==> src/include/irq_front_defs.vh <==
// constants for the interrupt input front end
// assumes inclusion by bare name from core files
`ifndef IRQ_FRONT_DEFS_VH
`define IRQ_FRONT_DEFS_VH

// ****************************************
// interrupt id map
// ****************************************
`define SHARED_ID_BASE 32
`define PRIVATE_ID_BASE 16
`define PRIVATE_PER_CORE 16
`define SHARED_WIDTH_DEF 32
`define CORES_DEF 4
`define ID_WIDTH 10

// ****************************************
// trigger mode encoding
// ****************************************
`define MODE_LEVEL 1'b0
`define MODE_EDGE 1'b1

// ****************************************
// line history reset values
// ****************************************
// private lines idle high, shared lines idle low
`define SHARED_PREV_RESET 1'b0
`define PRIVATE_PREV_RESET 1'b1

`endif

==> src/core/irq_input_front_end.v <==
// interrupt input front end: shared and private line capture
// assumes all inputs synchronous to i_mclk; mode bits from config logic
`timescale 1ns/10ps
`include "irq_front_defs.vh"

// What this block does
// - Shared line bit k is interrupt id 32 plus k, lowest bit first.
// - Each shared line is an active high level or a rising edge request, per its mode bit.
// - Each private line is an active low level or a rising edge request, per its mode bit.
// - Each private input is a vector with one bit per core, bit n for core n.
// - Sixteen private inputs per core carry fixed ids 16 to 31.
module irq_input_front_end #(
  parameter SHARED_WIDTH = `SHARED_WIDTH_DEF,
  parameter CORES = `CORES_DEF
)
(
  // clock and reset
  input wire i_mclk,
  input wire i_srst,
  // shared lines and modes, bit k is id 32+k
  input wire [SHARED_WIDTH-1:0] i_shared_irq,
  input wire [SHARED_WIDTH-1:0] i_shared_edge_mode,
  input wire [SHARED_WIDTH-1:0] i_shared_ack,
  // private lines, id 16..31, one bit per core
  input wire [CORES-1:0] i_private_irq_id16_per_core,
  input wire [CORES-1:0] i_private_irq_id17,
  input wire [CORES-1:0] i_private_irq_id18,
  input wire [CORES-1:0] i_private_irq_id19,
  input wire [CORES-1:0] i_private_irq_id20,
  input wire [CORES-1:0] i_private_irq_id21,
  input wire [CORES-1:0] i_private_irq_id22,
  input wire [CORES-1:0] i_private_irq_id23,
  input wire [CORES-1:0] i_private_irq_id24,
  input wire [CORES-1:0] i_private_irq_id25,
  input wire [CORES-1:0] i_private_irq_id26,
  input wire [CORES-1:0] i_private_irq_id27,
  input wire [CORES-1:0] i_private_irq_id28,
  input wire [CORES-1:0] i_private_irq_id29,
  input wire [CORES-1:0] i_private_irq_id30,
  input wire [CORES-1:0] i_private_irq_id31_per_core,
  // private modes and acks, index core*16 + (id-16)
  input wire [CORES*16-1:0] i_private_edge_mode,
  input wire [CORES*16-1:0] i_private_ack,
  // request outputs
  output reg [SHARED_WIDTH-1:0] o_shared_pending,
  output reg [CORES*16-1:0] o_private_pending,
  output reg o_any_pending
);

  // ****************************************
  // id helpers
  // ****************************************
  // bit position of a shared id; id 32 sits in bit 0
  function integer shared_bit;
    input integer id;
    begin
      shared_bit = id - `SHARED_ID_BASE;
    end
  endfunction

  // flat position of a private id for one core
  function integer private_bit;
    input integer core;
    input integer id;
    begin
      private_bit = core * `PRIVATE_PER_CORE + id - `PRIVATE_ID_BASE;
    end
  endfunction

  // edge lines report their latch, level lines their request
  function pick_pending;
    input edge_mode;
    input edge_latch;
    input level_req;
    begin
      if (edge_mode == `MODE_EDGE)
        pick_pending = edge_latch;
      else
        pick_pending = level_req;
    end
  endfunction

  // ****************************************
  // private line gathering
  // ****************************************
  reg [CORES*16-1:0] private_raw;
  integer c;
  always @*
  begin
    private_raw = {CORES*16{1'b0}};
    for (c = 0; c < CORES; c = c + 1)
    begin
      // core c owns bit c of every private vector
      // slot j of a core holds id 16 plus j, fixed by wiring
      private_raw[c*16+0] = i_private_irq_id16_per_core[c];
      private_raw[c*16+1] = i_private_irq_id17[c];
      private_raw[c*16+2] = i_private_irq_id18[c];
      private_raw[c*16+3] = i_private_irq_id19[c];
      private_raw[c*16+4] = i_private_irq_id20[c];
      private_raw[c*16+5] = i_private_irq_id21[c];
      private_raw[c*16+6] = i_private_irq_id22[c];
      private_raw[c*16+7] = i_private_irq_id23[c];
      private_raw[c*16+8] = i_private_irq_id24[c];
      private_raw[c*16+9] = i_private_irq_id25[c];
      private_raw[c*16+10] = i_private_irq_id26[c];
      private_raw[c*16+11] = i_private_irq_id27[c];
      private_raw[c*16+12] = i_private_irq_id28[c];
      private_raw[c*16+13] = i_private_irq_id29[c];
      private_raw[c*16+14] = i_private_irq_id30[c];
      private_raw[c*16+15] = i_private_irq_id31_per_core[c];
    end
  end

  // ****************************************
  // edge capture and pending
  // ****************************************
  // no synchroniser here: inputs used directly as sampled
  reg [SHARED_WIDTH-1:0] shared_prev;
  reg [CORES*16-1:0] private_prev;
  reg [SHARED_WIDTH-1:0] shared_latch;
  reg [CORES*16-1:0] private_latch;
  reg [SHARED_WIDTH-1:0] next_shared_pending;
  reg [CORES*16-1:0] next_private_pending;
  wire [SHARED_WIDTH-1:0] shared_rise;
  wire [CORES*16-1:0] private_rise;
  wire [SHARED_WIDTH-1:0] next_shared_latch;
  wire [CORES*16-1:0] next_private_latch;
  reg next_any_pending;
  integer k;
  integer core_n;
  integer id_n;

  assign shared_rise = i_shared_irq & ~shared_prev;
  assign private_rise = private_raw & ~private_prev;
  // a rise in the ack cycle wins over the clear
  assign next_shared_latch = (shared_latch & ~i_shared_ack) | shared_rise;
  assign next_private_latch = (private_latch & ~i_private_ack) | private_rise;

  // ****************************************
  // pending select
  // ****************************************
  // one select for both groups; private level lines are fed to it inverted, as active low
  always @*
  begin
    next_shared_pending = {SHARED_WIDTH{1'b0}};
    next_private_pending = {CORES*16{1'b0}};
    for (k = `SHARED_ID_BASE; k < `SHARED_ID_BASE + SHARED_WIDTH; k = k + 1)
    begin
      next_shared_pending[shared_bit(k)] = pick_pending(i_shared_edge_mode[shared_bit(k)],
        next_shared_latch[shared_bit(k)], i_shared_irq[shared_bit(k)]);
    end
    for (core_n = 0; core_n < CORES; core_n = core_n + 1)
    begin
      for (id_n = `PRIVATE_ID_BASE; id_n < `PRIVATE_ID_BASE + `PRIVATE_PER_CORE; id_n = id_n + 1)
      begin
        // active low level: a low line is a request
        next_private_pending[private_bit(core_n, id_n)] =
          pick_pending(i_private_edge_mode[private_bit(core_n, id_n)],
          next_private_latch[private_bit(core_n, id_n)],
          ~private_raw[private_bit(core_n, id_n)]);
      end
    end
    next_any_pending = (|next_shared_pending) | (|next_private_pending);
  end

  // ****************************************
  // previous samples
  // ****************************************
  // history resets to the idle level of each group so reset gives no false rise
  always @(posedge i_mclk)
  begin
    if (i_srst)
    begin
      shared_prev <= {SHARED_WIDTH{`SHARED_PREV_RESET}};
      private_prev <= {CORES*16{`PRIVATE_PREV_RESET}};
    end
    else
    begin
      shared_prev <= i_shared_irq;
      private_prev <= private_raw;
    end
  end

  // ****************************************
  // edge latches
  // ****************************************
  // level lines keep latches clear so a mode switch starts clean
  always @(posedge i_mclk)
  begin
    if (i_srst)
    begin
      shared_latch <= {SHARED_WIDTH{1'b0}};
      private_latch <= {CORES*16{1'b0}};
    end
    else
    begin
      shared_latch <= next_shared_latch & i_shared_edge_mode;
      private_latch <= next_private_latch & i_private_edge_mode;
    end
  end

  // ****************************************
  // registered outputs
  // ****************************************
  // one cycle of latency buys outputs straight from flops
  always @(posedge i_mclk)
  begin
    if (i_srst)
    begin
      o_shared_pending <= {SHARED_WIDTH{1'b0}};
      o_private_pending <= {CORES*16{1'b0}};
      o_any_pending <= 1'b0;
    end
    else
    begin
      o_shared_pending <= next_shared_pending;
      o_private_pending <= next_private_pending;
      o_any_pending <= next_any_pending;
    end
  end

endmodule

==> config.mk <==
export PLATFORM = sky130hd
export DESIGN_NAME = irq_input_front_end
export DESIGN_NICKNAME = d
export VERILOG_FILES = /design/src/core/irq_input_front_end.v
export VERILOG_INCLUDE_DIRS = /design/src /design/src/include
export SDC_FILE = /design/constraint.sdc
export NUM_CORES = 1
export LEC_CHECK = 0
export BUFFER_PORTS_ARGS = -buffer_cell sky130_fd_sc_hd__buf_2
export CORE_AREA = 3 3 173 125
export CTS_CLUSTER_DIAMETER = 200
export DETAILED_ROUTE_END_ITERATION = 7
export DIE_AREA = 0 0 176 128
export GPL_TIMING_DRIVEN = 0
export HOLD_SLACK_MARGIN = 0.03
export MAX_ROUTING_LAYER = met4
export PLACE_DENSITY = 0.84
export SLEW_MARGIN = 30
export SYNTH_ARGS = -nofsm -noshare
export SYNTH_HDL_FRONTEND = slang
export SYNTH_SLANG_ARGS = --single-unit
==> constraint.sdc <==
create_clock -name i_mclk -period 5.65 [get_ports i_mclk]
set_clock_uncertainty 0.1 [all_clocks]
set_input_delay 0.2825 -clock i_mclk [delete_from_list [all_inputs] [get_ports i_mclk]]
set_output_delay 0.2825 -clock i_mclk [all_outputs]
set_load 0.05 [all_outputs]
==> results.md <==
Timing:
- The worst slew margin relative to its limit is 46.6%.
- The slew at the pin closest to its max-slew limit is 0.801 ns.
- The fmax is 375 MHz.
- The total negative slack is 0 ns.
- The worst hold margin is 0.0797 ns.
- The part of the cycle the worst path needs is 47.1%.
- The max-slew violation total from the final report came to 0.
- Setup violations remaining at the end of the flow were counted as 0.
- The worst path in the final design needs a cycle of 2.66 ns, including I/O delays and setup.
- The hold violation count in the final report is 0.
- Setup repair after global routing left no endpoint under its margin.

GRT:
- The number of global-route vias before repair is 12100.
- The largest net degree at the start of global routing is 16.
- The final global-route overflow total is 0.
- For this run, the total global-route usage over all layers was measured as 37.3%.
- The first-pass GRT wire length is 64.3 mm.
- The number of antenna violations at the first check in global routing is 6.

Logic synthesis:
- The sequential fraction of the synthesis area is 54.6%.
- Synthesis inferred 289 register bits.
- Synthesis instantiated 32 different standard cells from the library.
- The average cell area after synthesis is 9.80 µm².
- The number of nets handed over by synthesis was 1371.
- Synthesis handed over a netlist of 1081 instances.
- The post-synthesis instance area is 10600 µm².
- For this run, the number of Yosys warnings is 0.

Cells and area:
- The area growth from synthesis to layout is 52.9%.
- The fraction of layout instances using a drive strength above 1 is 25.9%.
- After routing the design area is 16200 µm².
- The net count of the finished layout is 2024.
- At the end of the flow the core is filled with cells to 81.6%.

Floorplan:
- The total area inside the core boundary comes to 19900 µm².
- The initial utilization of the core area, before any placement, comes to 53.3%.
- After floorplanning, the core was divided into 43 placement rows.
- The floorplan step set the die width to 176 µm.
- The floorplan step defined a die boundary enclosing 22500 µm².
- For this design the top-level I/O count stands at 387.
- The die is 128 µm tall.

Routing:
- The overall via count from detail_route is 11000.
- Dividing the detail-routed wire length by the instance count gives 20.9 µm.
- In the routed design, unresolved DRC markers number 0.
- The ratio of routed vias to standard cells is 5.44.
- The routed wire length is 42.3 mm.
- The total iterations of the first detailed-routing run is 5.
- The first routing iteration left 917 violations.
- The detail route stage leaves a number of antenna-violating nets equal to 0.

Setup path:
- The worst setup path is of the primary input to register kind.
- The critical path goes through dlygate4sd3_1, buf_2, and3b_1, a2111oi_1, nand4_1, or3_1, nor4_2, a41oi_1.
- The worst setup path is launched from a primary input.
- At the worst endpoint, the required time is 5.93 ns.
- The maximum net fanout on the critical path is 3.
- The slowest library cell on the worst path is sky130_fd_sc_hd__a2111oi_1.
- The arrival time at the worst endpoint is 2.94 ns.
- On the worst path, the slowest cell contributes a delay of 0.58 ns.
- STA classifies the critical path endpoint as a register.

Run status:
- The run finished with clean final reports.

Run:
- The tool flagged a number of max-cap violations equal to 0.

Power and ir drop:
- The post-layout total power is 4840 µW.
- The total power divided by cell area is 299 nW/µm².
- For this design the static power due to leakage is 0.00760 µW.
- IR analysis of the VDD net gives a maximum drop of 0.203 mV.

Clock tree:
- The number of hold buffers added after CTS is 239.
- The count of H-tree levels built during CTS is 1.
- For this design, the sink count on the clock tree is 289.
- Once the clock tree was built, the setup fixing pass inserted 0 buffers.
- The cell chosen for the clock root is sky130_fd_sc_hd__clkbuf_16.
- The latest clock arrival within the worst-skew pair is 0.52 ns.
- The clock tree from TritonCTS is built.
- Buffers inserted during clock tree synthesis total 27.
- No sink is reached through more buffers than the 3 on the longest clock path.
- The count of instances resized after the clock tree is built is 0.
- The clock transition at the register clock pins on the worst setup and hold paths after CTS is 0.06 ns.

Place:
- The post-placement cell area is 12900 µm².
- Routability-driven placement finished with a final weighted congestion of 0.847.
- The post-detailed-placement half-perimeter wirelength is 23.8 mm.
- During placement, the flow inserted port buffers numbering 385.

Hold path:
- The path category of the worst min-delay check is primary input to register.
[metrics by stage]
stage / worst slack [ns] / instances
after floorplan: 3.79 / 1081
after global placement: 3.07 / 1736
after detailed placement: 3.09 / 1736
after CTS: 3.06 / 2022
after global routing: 2.82 / 2028
final: 2.99 / 2029
[layer usage]
layer | wire (µm) | track usage, % | up-vias
met5 | 0 | - | -
met1 | 15000 | 39.0 | 5172
li1 | - | - | 4879
met4 | 2490 | 21.1 | 0
met3 | 3900 | 8.85 | 214
met2 | 20900 | 65.2 | 772
[logic make-up (layout without fill, tap and decap cells)]
group	Yosys count	after routing	share of synthesized area (%)
buffers and inverters	160	831	5.88
AND/OR/NAND/NOR	431	431	25.3
multiplexers	48	48	4.63
flip-flops	289	289	54.6
AO/OA/AOI/OAI	153	153	9.53
other	0	7	0
[layout make-up]
type | count | area (µm²)
Sequential cell | 289 | 5790
Timing Repair Buffer | 624 | 4320
Multi-Input combinational cell | 632 | 4180
Fill cell | 1005 | 3660
Clock buffer | 37 | 793
Inverter | 128 | 480
Tap cell | 270 | 338
Buffer | 32 | 143
Clock inverter | 10 | 134
Antenna cell | 7 | 17.5
[registers in the layout, indices dropped and copies added, names as in the netlist]
| signal | count |
|---|---|
| shared_latch | 32 |
| shared_prev | 32 |
| o_private_pending | 64 |
| o_shared_pending | 32 |
| o_any_pending | 1 |
| private_prev | 64 |
| private_latch | 64 |
[cells in the mapped netlist, drive strengths merged]
master / n / share of area, %
clkbuf: 25 / 0.89
a21boi: 8 / 0.57
nor2b: 133 / 8.0
and3b: 4 / 0.33
nor2: 46 / 1.6
dfxtp: 289 / 55
or3: 1 / 0.059
or4: 4 / 0.28
mux2i: 40 / 3.8
a31oi: 16 / 0.95
inv: 128 / 4.5
or2: 64 / 3.8
nor3b: 80 / 5.7
a22oi: 72 / 5.1
nand2: 24 / 0.85
and4: 2 / 0.17
buf: 7 / 0.46
and2b: 3 / 0.21
nand2b: 48 / 2.8
nor4: 12 / 0.77
a2111oi: 4 / 0.38
nand4: 10 / 0.79
a41oi: 1 / 0.083
a21oi: 52 / 2.5
mux2: 8 / 0.85
[worst max-delay path: cells and delay by family]
family	cells	cell delay, ns
buffers and inverters	2	0.71
and+or+nand+nor	4	1.20
AOI/OAI and AO/OA	2	0.75
[worst paths after layout]
check / startpoint / to / slack, ns / depth (start not counted)
worst min register to register: shared_prev[30] / o_shared_pending[30] / 0.47 / 3
worst max-delay path: i_shared_edge_mode[24] / o_any_pending / 2.99 / 8
worst max register to register: shared_prev[24] / o_any_pending / 3.14 / 6
worst min-delay path: i_shared_ack[5] / shared_latch[5] / 0.08 / 4
[power breakdown]
group          switching [µW]  total (µW)  internal (µW)
sequential               36.5        2170           2130
clock                     794        1910           1120
combinational             438         761            322
[cells in the final DEF (no fill, tap or decap), types with 2 or more instances in the layout]
master,instances
sky130_fd_sc_hd__buf_2,385
sky130_fd_sc_hd__dfxtp_1,289
sky130_fd_sc_hd__dlygate4sd3_1,239
sky130_fd_sc_hd__nor2b_1,131
sky130_fd_sc_hd__inv_1,120
sky130_fd_sc_hd__nor3b_1,80
sky130_fd_sc_hd__a22oi_1,72
sky130_fd_sc_hd__or2_1,64
sky130_fd_sc_hd__a21oi_1,52
sky130_fd_sc_hd__nand2b_1,48
sky130_fd_sc_hd__nor2_1,46
sky130_fd_sc_hd__mux2i_1,40
sky130_fd_sc_hd__clkbuf_1,27
sky130_fd_sc_hd__clkbuf_16,27
sky130_fd_sc_hd__nand2_1,24
sky130_fd_sc_hd__a31oi_1,16
sky130_fd_sc_hd__nor4_1,11
sky130_fd_sc_hd__a21boi_0,8
sky130_fd_sc_hd__inv_2,8
sky130_fd_sc_hd__mux2_2,8
sky130_fd_sc_hd__nand4_1,8
sky130_fd_sc_hd__clkbuf_8,8
sky130_fd_sc_hd__diode_2,7
sky130_fd_sc_hd__buf_1,5
sky130_fd_sc_hd__and3b_1,4
sky130_fd_sc_hd__a2111oi_1,4
sky130_fd_sc_hd__or4_1,4
sky130_fd_sc_hd__clkinv_2,4
sky130_fd_sc_hd__and2b_1,3
sky130_fd_sc_hd__bufinv_16,3
sky130_fd_sc_hd__buf_8,2
sky130_fd_sc_hd__and4_1,2
sky130_fd_sc_hd__clkinvlp_4,2
Note: power is estimated with default switching activity, not from simulation.
